[config.mk]
export PLATFORM = sky130hd
export DESIGN_NAME = wdlp_top
export DESIGN_NICKNAME = d
export VERILOG_FILES = /design/src/logic/wdlp_pkg.sv /design/src/logic/wdlp_top.sv
export SDC_FILE = /design/constraint.sdc
export NUM_CORES = 1
export LEC_CHECK = 0
export BUFFER_PORTS_ARGS = -buffer_cell sky130_fd_sc_hd__buf_2
export CORE_ASPECT_RATIO = 0.75
export CORE_MARGIN = 1.5
export CORE_UTILIZATION = 40
export DETAILED_ROUTE_END_ITERATION = 10
export PLACE_DENSITY = 0.65
export SYNTH_ARGS = -nofsm -noshare
export SYNTH_HDL_FRONTEND = slang
export SYNTH_SLANG_ARGS = --single-unit
[constraint.sdc]
create_clock -name ref_clk_i -period 1.8 [get_ports ref_clk_i]
set_input_delay 0.09 -clock ref_clk_i [delete_from_list [all_inputs] [get_ports ref_clk_i]]
set_output_delay 0.09 -clock ref_clk_i [all_outputs]
set_load 0.005 [all_outputs]
[src/logic/wdlp_pkg.sv]
package wdlp_pkg;

	// Register map: printed offset is a word index, byte address is 4x
	localparam logic [7:0] WDLP_CTRL_IDX   = 8'h2A;
	localparam int         WDLP_ADR_W      = 10;
	localparam logic [7:0] WDLP_CTRL_RST   = 8'h7F;

	// Control register field layout
	localparam int         WDLP_ACT_BIT    = 7;
	localparam int         WDLP_TOP_BIT    = 6;
	localparam int         WDLP_CNT_W      = 7;
	localparam logic [6:0] WDLP_CNT_ROLL   = 7'h40;

	// Clock and timing
	localparam int         WDLP_CLK_MHZ    = 20;
	localparam int         WDLP_PRESCALE   = 16384;
	localparam int         WDLP_RST_NS     = 30000;
	localparam int         WDLP_RST_CYC    =
		(WDLP_RST_NS * WDLP_CLK_MHZ + 999) / 1000;
	localparam int         WDLP_PLS_W      = 10;

	// Wake-up delays in CPU clocks
	localparam int         WDLP_DLY_W      = 13;
	localparam logic [12:0] WDLP_DLY_SHORT = 13'h0100;
	localparam logic [12:0] WDLP_DLY_HALT  = 13'h0190;
	localparam logic [12:0] WDLP_DLY_AHALT = 13'h1000;

	// Power mode states, Gray coded in the order run-halt-wake-active halt
	typedef enum logic [1:0] {
		WDLP_RUN   = 2'b00,
		WDLP_HALT  = 2'b01,
		WDLP_WAKE  = 2'b11,
		WDLP_AHALT = 2'b10
	} wdlp_state_e;

	// Wake delay chosen by mode left and startup selection
	function automatic logic [12:0] wdlp_delay(
		input logic from_ahalt,
		input logic long_sel
	);
		if (!long_sel)
			return WDLP_DLY_SHORT;
		return from_ahalt ? WDLP_DLY_AHALT : WDLP_DLY_HALT;
	endfunction

endpackage

[src/logic/wdlp_top.sv]
`timescale 1ns/10ps
// Operation
// - Plain halt: one decrement, then frozen, no reset
// - Halt exit by interrupt: delayed counting restart
// - Reset ends halt: disabled unless hardware option
// - Halt with reset option: reset instead
// - Timebase enabled halt: active halt, counter frozen
// - Active halt interrupt exit: count resumes immediately
// - Reset ends active halt: delayed counting restart
// - Hardware option: always active, activation bit ignored
// - Activation bit set by software, cleared by reset
// - Reset only while activation bit is one, except halt with reset option
// - Seven-bit counter, one decrement per prescale period
// - Reset when counter passes 40h to 3Fh
// - Control register at 2Ah, resets to 7Fh
// - Counter runs even while not activated
// - Writing active with top bit clear forces reset
// - Watchdog reset drives pin low about 30us
module wdlp_top
	import wdlp_pkg::*;
#(
	parameter int PRESCALE_CYC = WDLP_PRESCALE
) (
	input  wire logic                  ref_clk_i,
	input  wire logic                  srst_i,
	input  wire logic                  wb_cyc_i,
	input  wire logic                  wb_stb_i,
	input  wire logic                  wb_we_i,
	input  wire logic [WDLP_ADR_W-1:0] wb_adr_i,
	input  wire logic [3:0]            wb_sel_i,
	input  wire logic [31:0]           wb_dat_i,
	output logic      [31:0]           wb_dat_o,
	output logic                       wb_ack_o,
	input  wire logic                  halt_exec_i,
	input  wire logic                  timebase_irq_enable_i,
	input  wire logic                  timebase_irq_i,
	input  wire logic                  ext_irq_i,
	input  wire logic                  wake_rst_i,
	input  wire logic                  halt_reset_option_i,
	input  wire logic                  hw_watchdog_opt_i,
	input  wire logic                  long_startup_i,
	output logic                       wdg_rst_o,
	output logic                       wdg_rst_pin_n_o,
	output logic                       counting_o
);

	localparam int PRE_W = $clog2(PRESCALE_CYC);
	localparam logic [PRE_W-1:0] PRE_LAST = PRE_W'(PRESCALE_CYC - 1);
	localparam logic [WDLP_PLS_W-1:0] PLS_LAST =
		WDLP_PLS_W'(WDLP_RST_CYC - 1);

	wdlp_state_e                 st_q;
	wdlp_state_e                 st_d;
	logic [WDLP_CNT_W-1:0]       cnt_q;
	logic                        act_q;
	logic                        hro_q;
	logic                        hwo_q;
	logic [PRE_W-1:0]            pre_q;
	logic [WDLP_DLY_W-1:0]       dly_q;
	logic [WDLP_PLS_W-1:0]       pls_q;
	logic                        rst_q;
	logic                        pin_n_q;
	logic                        run_q;
	logic [WDLP_DLY_W-1:0]       wake_n_q;
	logic [WDLP_DLY_W-1:0]       wake_lim_q;
	logic                        ack_q;
	logic [31:0]                 rdat_q;
	logic                        req;
	logic                        hit;
	logic                        wr_hit;
	logic                        act_eff;
	logic                        tick;
	logic                        dec_en;
	logic                        halt_plain;
	logic                        halt_rst;
	logic                        roll_rst;
	logic                        sw_rst;
	logic                        fire;

	// Bus request decode, one word at the control index
	assign req    = wb_cyc_i && wb_stb_i && !ack_q;
	assign hit    = (wb_adr_i[WDLP_ADR_W-1:2] == WDLP_CTRL_IDX);
	assign wr_hit = req && hit && wb_we_i && wb_sel_i[0];

	// Option straps caught while reset is held
	always_ff @(posedge ref_clk_i) begin
		if (srst_i) begin
			hro_q <= halt_reset_option_i;
			hwo_q <= hw_watchdog_opt_i;
		end
	end

	// Effective activation, forced by hardware option
	assign act_eff = act_q || hwo_q;

	// Halt instruction decode in run mode
	assign halt_plain = (st_q == WDLP_RUN) && halt_exec_i &&
		!timebase_irq_enable_i && !hro_q;
	assign halt_rst   = (st_q == WDLP_RUN) && halt_exec_i &&
		!timebase_irq_enable_i && hro_q;

	// Prescale tick only while counting is allowed
	assign tick   = (st_q == WDLP_RUN) && (pre_q == PRE_LAST);
	assign dec_en = (tick || halt_plain) && !wr_hit;

	// Reset causes; the halt-entry decrement never fires
	assign roll_rst = tick && !wr_hit && act_eff &&
		(cnt_q == WDLP_CNT_ROLL);
	assign sw_rst   = wr_hit && (wb_dat_i[WDLP_ACT_BIT] || act_eff) &&
		!wb_dat_i[WDLP_TOP_BIT];
	assign fire     = roll_rst || sw_rst || halt_rst;

	// Power mode sequencing
	always_comb begin
		st_d = st_q;
		case (st_q)
			WDLP_RUN: begin
				if (halt_exec_i && !halt_rst) begin
					if (timebase_irq_enable_i)
						st_d = WDLP_AHALT;
					else
						st_d = WDLP_HALT;
				end
			end
			WDLP_HALT: begin
				if (wake_rst_i)
					st_d = WDLP_RUN;
				else if (ext_irq_i)
					st_d = WDLP_WAKE;
			end
			WDLP_AHALT: begin
				if (wake_rst_i)
					st_d = WDLP_WAKE;
				else if (timebase_irq_i || ext_irq_i)
					st_d = WDLP_RUN;
			end
			WDLP_WAKE: begin
				if (dly_q == '0)
					st_d = WDLP_RUN;
			end
			default: st_d = WDLP_RUN;
		endcase
	end

	// Mode register
	always_ff @(posedge ref_clk_i) begin
		if (srst_i) begin
			st_q  <= WDLP_RUN;
			run_q <= 1'b1;
		end else begin
			st_q  <= st_d;
			run_q <= (st_d == WDLP_RUN); // Registered run flag
		end
	end

	// Wake-up delay counter
	always_ff @(posedge ref_clk_i) begin
		if (srst_i)
			dly_q <= '0;
		else if (st_q == WDLP_HALT && st_d == WDLP_WAKE)
			dly_q <= wdlp_delay(1'b0, long_startup_i) - 13'h0001;
		else if (st_q == WDLP_AHALT && st_d == WDLP_WAKE)
			dly_q <= wdlp_delay(1'b1, long_startup_i) - 13'h0001;
		else if (st_q == WDLP_WAKE && dly_q != '0)
			dly_q <= dly_q - 13'h0001;
	end

	// Prescaler, restarted by every control write
	always_ff @(posedge ref_clk_i) begin
		if (srst_i || wake_rst_i || wr_hit)
			pre_q <= '0;
		else if (tick)
			pre_q <= '0;
		else if (st_q == WDLP_RUN)
			pre_q <= pre_q + PRE_W'(1);
	end

	// Free-running downcounter
	always_ff @(posedge ref_clk_i) begin
		if (srst_i || wake_rst_i)
			cnt_q <= WDLP_CTRL_RST[6:0];
		else if (wr_hit)
			cnt_q <= wb_dat_i[6:0];
		else if (dec_en)
			cnt_q <= cnt_q - 7'h01;
	end

	// Activation bit: software sets, only reset clears
	always_ff @(posedge ref_clk_i) begin
		if (srst_i || wake_rst_i)
			act_q <= 1'b0;
		else if (wr_hit && wb_dat_i[WDLP_ACT_BIT])
			act_q <= 1'b1;
	end

	// Reset pulse stretcher; a new cause during a pulse is ignored
	always_ff @(posedge ref_clk_i) begin
		if (srst_i) begin
			rst_q   <= 1'b0;
			pin_n_q <= 1'b1;
			pls_q   <= '0;
		end else if (!rst_q && fire) begin
			rst_q   <= 1'b1;
			pin_n_q <= 1'b0;
			pls_q   <= PLS_LAST;
		end else if (rst_q) begin
			if (pls_q == '0) begin
				rst_q   <= 1'b0;
				pin_n_q <= 1'b1;
			end else
				pls_q <= pls_q - 10'h001;
		end
	end

	// Bus answer: one wait state, unmapped reads give zero
	always_ff @(posedge ref_clk_i) begin
		if (srst_i) begin
			ack_q  <= 1'b0;
			rdat_q <= 32'h0000_0000;
		end else begin
			ack_q  <= req;
			if (req && hit && !wb_we_i)
				rdat_q <= {24'h00_0000, act_eff, cnt_q};
			else if (req)
				rdat_q <= 32'h0000_0000;
		end
	end

	// Outputs, all from flops; no interrupt line exists
	assign wb_ack_o        = ack_q;
	assign wb_dat_o        = rdat_q;
	assign wdg_rst_o       = rst_q;
	assign wdg_rst_pin_n_o = pin_n_q;
	assign counting_o      = run_q;

	// Check helper: cycles spent in wake so far
	always_ff @(posedge ref_clk_i) begin
		if (srst_i || st_q != WDLP_WAKE)
			wake_n_q <= '0;
		else
			wake_n_q <= wake_n_q + 13'h0001;
	end

	// Check helper: wake length owed for the mode being left
	always_ff @(posedge ref_clk_i) begin
		if (srst_i)
			wake_lim_q <= WDLP_DLY_SHORT;
		else if (st_q != WDLP_WAKE)
			wake_lim_q <= !long_startup_i ? WDLP_DLY_SHORT :
				(st_q == WDLP_AHALT) ? WDLP_DLY_AHALT : WDLP_DLY_HALT;
	end
endmodule // wdlp_top

Word level (Yosys, flattened, before mapping)
Cells that the tools add are included.
Storage, ports and cells
  register bits: 61
Operators by class
  $add $sub $neg: 6
  eq/ne operators: 8
  mux-type cells: 38
  bitwise logic cells: 1
  reduce and logical (&&, ||, !) cells: 54
Operator list (count)
  13-bit 2-to-1 mux: 11
  13-bit by 1-bit subtractor with 13-bit output, second input constant: 3
  10-bit 2-to-1 mux: 3
  1-bit logical AND: 23
  8-bit 2-to-1 mux: 2
  14-bit by 1-bit adder with 14-bit output, second input constant: 1
  14-bit == test, second input constant: 1
  2-bit 2-to-1 mux: 7
  7-bit 2-to-1 mux: 2
  13-bit zero test: 1
  13-bit nonzero test: 1
  1-bit 2-to-1 mux: 12
  10-bit zero test: 1
  10-bit by 1-bit subtractor with 10-bit output, second input constant: 1
  8-bit by 6-bit == test with 1-bit output, second input constant: 1
  1-bit zero test: 8
  1-bit logical OR: 8
  2-bit case mux with 4 select lines: 1
  2-bit nonzero test: 4
  7-bit == test, second input constant: 1
  7-bit by 1-bit subtractor with 7-bit output, second input constant: 1
  2-bit == test, second input constant: 3
  2-bit AND reduction: 3
  2-bit zero test: 2
  other kinds (5): 6

Longest topological paths before layout
  depth in word-level cells: 20
  gate-level depth with buffers: 9
  mapped depth without buffers: 7

Worst setup path before layout
Ideal clock, no wire load.
  kind: reg2reg
  start: reg st_q[1]
  end: reg dly_q[12]
  arrival: 1873 ps
  required time: 1730 ps
  path slack: -143 ps
  cell stages (with the launch flop): 9
  buffers on the path: 2
  clock period less this slack: 1943 ps
  path through: dfxtp_1 buf_2 nand3b_1 nand2_1 ha_1 clkbuf_1 o21ai_0 or3_1 a21oi_1
Between the ends
  word-level cells in the longest chain between the ends: 12
  elaborated cells between the ends (all ways): 23
RTL lines
  start, declared: line wdlp_top.sv:52  | wdlp_state_e st_q;
  start signal, assigned: line wdlp_top.sv:151  | st_q <= st_d;
  2-bit zero test: line wdlp_top.sv:99, wdlp_top.sv:116
  1-bit logical AND (2 in series): line wdlp_top.sv:99  | assign halt_rst = (st_q == WDLP_RUN) && halt_exec_i &&
  1-bit logical AND: line wdlp_top.sv:100  | !timebase_irq_enable_i && hro_q;
  1-bit zero test: line wdlp_top.sv:118  | if (halt_exec_i && !halt_rst) begin
  1-bit logical AND: line wdlp_top.sv:118
  2-bit 2-to-1 mux: line wdlp_top.sv:118
  2-bit case mux with 4 select lines: line wdlp_top.sv:116  | case (st_q)
  2-bit == test: line wdlp_top.sv:160, wdlp_top.sv:162
  1-bit logical AND: line wdlp_top.sv:162  | else if (st_q == WDLP_AHALT && st_d == WDLP_WAKE)
  13-bit 2-to-1 mux: line wdlp_top.sv:162
  13-bit 2-to-1 mux: line wdlp_top.sv:160  | else if (st_q == WDLP_HALT && st_d == WDLP_WAKE)
  end signal, assigned: line wdlp_top.sv:161  | dly_q <= wdlp_delay(1'b0, long_startup_i) - 13'h0001;
  end signal, assigned: line wdlp_top.sv:163  | dly_q <= wdlp_delay(1'b1, long_startup_i) - 13'h0001;
  end signal, assigned: line wdlp_top.sv:165  | dly_q <= dly_q - 13'h0001;
  end, declared: line wdlp_top.sv:59  | logic [WDLP_DLY_W-1:0] dly_q;
Parallel ways exist; a longest one is shown, timed or not.
A chain may end at the register's enable or synchronous reset.

Final worst setup path
  start: reg dly_q[8]
  end: reg dly_q[2]
Between the ends
  word-level cells in the longest chain between the ends: 7
  elaborated cells between the ends (all ways): 11
RTL lines
  13-bit zero test: line wdlp_top.sv:138  | if (dly_q == '0)
  2-bit 2-to-1 mux: line wdlp_top.sv:138
  2-bit case mux with 4 select lines: line wdlp_top.sv:116
  2-bit == test: line wdlp_top.sv:160, wdlp_top.sv:162
  1-bit logical AND: line wdlp_top.sv:162
  13-bit 2-to-1 mux: line wdlp_top.sv:162
  13-bit 2-to-1 mux: line wdlp_top.sv:160
Parallel ways exist; a longest one is shown, timed or not.

==> key figures <==
Run status
  – Run status: finished with violations
  – Failing checks: setup timing

Final layout
  – Synthesis-to-layout area growth: 39.2%
  – # fillers: 677
  – Antenna diode instance count: 0
  – Highest-count cells in the layout ignoring fill and taps: 68 x buf_4, 53 x dfxtp_1, 47 x nor2_1
  – Utilization of the core after routing: 57.8%
  – Final nets: 577
  – Non-filler cells in the finished layout: 623
  – Share of final-layout standard cells stronger than drive strength 1: 35.9%
  – Most common cell after layout, fill and taps aside: buf_4

Synthesis
  – Largest family of logic cells by synthesized area: simple AND/OR/NAND/NOR gates
  – #FFs+latches synth: 61
  – Post-Syn Area: 0.00330 sq mm
  – Post-synthesis instance total: 393
  – Multiplexer share of the synthesized area: 0.948%
  – Synthesis Warnings: 0
  – Proportion of synthesized chip area in sequential cells: 37.6%
  – Synthesized-area fraction occupied by and/or/nand/nor cells: 29.7%
  – Area share of the leading cell type in the synthesized netlist: 35.8%
  – Share of synthesized registers carrying an async set or reset: 0%
  – Average footprint of a synthesized cell: 8.40 sq um
  – Number of library cell types mapped by synthesis: 59
  – Ys flop type: dfxtp_1
  – Cell type with the highest aggregate area in the netlist: dfxtp_1
  – EDFF count, synth: 2
  – Xor-xnor portion of the synthesized cell area: 5.84%
  – Cells taking the most area after synthesis: dfxtp_1 36%, buf_4 5.5%, nor2_1 5.5%
  – Post-synthesis compound-gate area fraction: 15.8%
  – Adder and majority gate portion of the synthesized area: 1.90%

STA
  – # setup viols final: 9
  – Slew of the pin with the lowest slew margin: 733 ps
  – Final Max Slew Viols: 0
  – Maximum clock frequency: 527 MHz
  – Setup skew after layout: 6.24 ps
  – Slew margin rel.: 50.7%
  – Time the final worst path needs with I/O delays and setup: 1900 ps
  – Setup repair after global routing missed its margin: yes
  – Share of the cycle needed by the critical path after routing: 105%
  – Worst setup slack after layout: -97.6 ps
  – Final Hold Viols: 0

Placement
  – # port buffers: 41
  – Number of cells after detailed placement: 588
  – Placer Congestion: 0.878
  – Final HPWL from detailed placement: 6170 microns

Critical path
  – Worst Setup End Kind: flop
  – Data required time at the worst endpoint: 2040 ps
  – Destination of the critical timing path: dly_q[2]
  – Logic depth of the worst path, buffers included: 6
  – Worst setup startpoint: dly_q[8]
  – Critical path fanouts, max: 9
  – RR Endpoint: dly_q[2]
  – Critical path class: reg2reg
  – Top delay family on crit path: simple AND/OR/NAND/NOR gates
  – Launching element type of the critical path: flop
  – Number of buffer and inverter instances along the worst setup path: 1
  – R2R setup slack: -100 ps
  – Slowest cell on the critical path: or3_4
  – Critical register-to-register path startpoint: dly_q[8]
  – Depth of the worst register-to-register path: 6
  – Delay contributed by the slowest stage of the critical path: 410 ps
  – Arrival time reported for the critical path endpoint: 2140 ps
  – Series of cell instances along the critical path: or3_4 > nor4_4 > a31oi_2 > buf_6 > or3_1 > o311a_1

Pwr
  – IR Drop Worst-Case VDD: 0.587 mV
  – Overall power of the completed layout: 3840 uW
  – PD cells: 837 mW/mm^2
  – Leakage power total: 0.00188 uW

Clocking
  – Maximum clock path buffer count: 2
  – Clock H-tree levels: 3
  – Clock slew at reported path FFs: 70 ps
  – Num CTS Buffers: 9
  – Clock tree from TritonCTS: done
  – Root buffer cell: clkbuf_8
  – # clock sinks: 61
  – Later-pin clock latency in the skew report: 350 ps

Hold path
  – Launch point of the worst hold path: halt_exec_i
  – HP Class: in2reg

Global routing
  – Pin count of the biggest net entering global routing: 41
  – Global routing usage summed across all routing layers: 20.6%
  – Aggregate global routing overflow: 0
  – Antenna violations before repair: 0
  – Global-route wire length before repair: 14000 microns
  – Number of global-route vias before repair: 2978

Route
  – Post-Route WL: 9140 microns
  – Wire length per cell: 14.7 microns
  – Post-route ant nets: 0
  – Vias: 3312
  – Length of the first detailed-routing pass in iterations: 4
  – Vias per cell: 5.32
  – Initial drt markers: 261
  – DRC: 0

Floorplanning
  – Die Wd: 108 microns
  – Die Y-Extent: 81.7 microns
  – Row count: 28
  – Floorplan die area: 0.00881 sq mm
  – Effective utilization at floorplan: 41.5%
  – Number of I/O pins: 95
  – Core Box Area: 0.00795 sq mm

Run
  – Max_cap viols: 0
[cell usage after synthesis (4+ instances only)]
master    number
a211oi_1       4
a21oi_1       17
a22oi_1        8
a31oi_1        7
and3_1         6
buf_4         24
clkbuf_1      11
dfxtp_1       59
ha_1           5
inv_1          8
nand2_1       25
nand2b_1       5
nand3_1       16
nand3b_1       4
nand4_1        6
nor2_1        48
nor3_1        27
nor4_1        10
o21ai_0        9
or2_2          4
or3_1          7
xnor2_1        9
xor2_1        13
[repair_timing]
item / CTS / global route
pin swaps: 4 / 16
endpoints found under the setup margin: 26 / 32
buffers inserted: 8 / 2
resized for setup: 13 / 45
hold buffers: 10 / 0
hold endpoints to repair: 10 / 0
[registers in the layout (all words and copies together) (netlist names), 2 cells and up]
signal / cells
pre_q: 14
dly_q: 13
pls_q: 10
wb_dat_o: 8
cnt_q: 7
st_q: 2
[how the worst min path moves through the flow]
stage              end  cells after the start  slack [ps]
2_1_floorplan    hro_q                      0         190
3_3_place_gp     hwo_q                      1         270
3_5_place_dp     hro_q                      1         270
4_1_cts        st_q[1]                      3          20
5_1_grt        st_q[1]                      3          20
6_report       st_q[1]                      3          30
[area by class of cell]
class / count / area, sq um / area share [%]
Tap cell: 105 / 131 / 2.86
Sequential cell: 61 / 1250 / 27.2
Clock buffer: 11 / 141 / 3.08
Clock inverter: 5 / 35.0 / 0.763
Multi-Input combinational cell: 309 / 2130 / 46.5
Inverter: 8 / 30.0 / 0.654
Timing Repair Buffer: 124 / 872 / 19.0
[report_power, final]
| part | internal, uW | total [uW] | switching (uW) |
|---|---|---|---|
| clock network | 540 | 1120 | 579 |
| registers | 1440 | 1520 | 80.3 |
| logic | 581 | 1200 | 621 |
| total | 2560 | 3840 | 1280 |
[stage by stage]
step                worst slack, ps  hold WS [ps]  TNS (ps)  instance area (sq um)
floorplan                     -18.2           189     -18.2                   3410
global placement              -54.9           268      -402                   3990
detailed placement             -152           273     -1680                   3990
CTS                           -42.7          24.7      -126                   4360
global route                   -164          22.2     -1250                   4590
finish                        -97.6          30.3      -451                   4590
[worst register-to-register path, cell delays in order, from the launching register on]
cell     delay, ps
dfxtp_2        320
or3_4          410
nor4_4         280
a31oi_2        170
buf_6          170
or3_1          300
o311a_1        130
[cell families after synthesis]
| logic type | count (synthesis) |
|---|---|
| buf+inv | 46 |
| flops | 61 |
| xor+xnor | 22 |
| other cells | 1 |
| simple gates | 182 |
| fa+ha+maj | 5 |
| mux | 3 |
| compound gates | 73 |
[metal layers]
metal  up-vias  wire (microns)  global-route usage (%)
met1      1567            4220                    26.9
met2        99            4220                    32.0
met3        13             623                    7.94
met4         0              82                    5.79
li1       1633               -                       -
met5         -               0                       0
No activity file was read; power rests on OpenSTA's default activity.
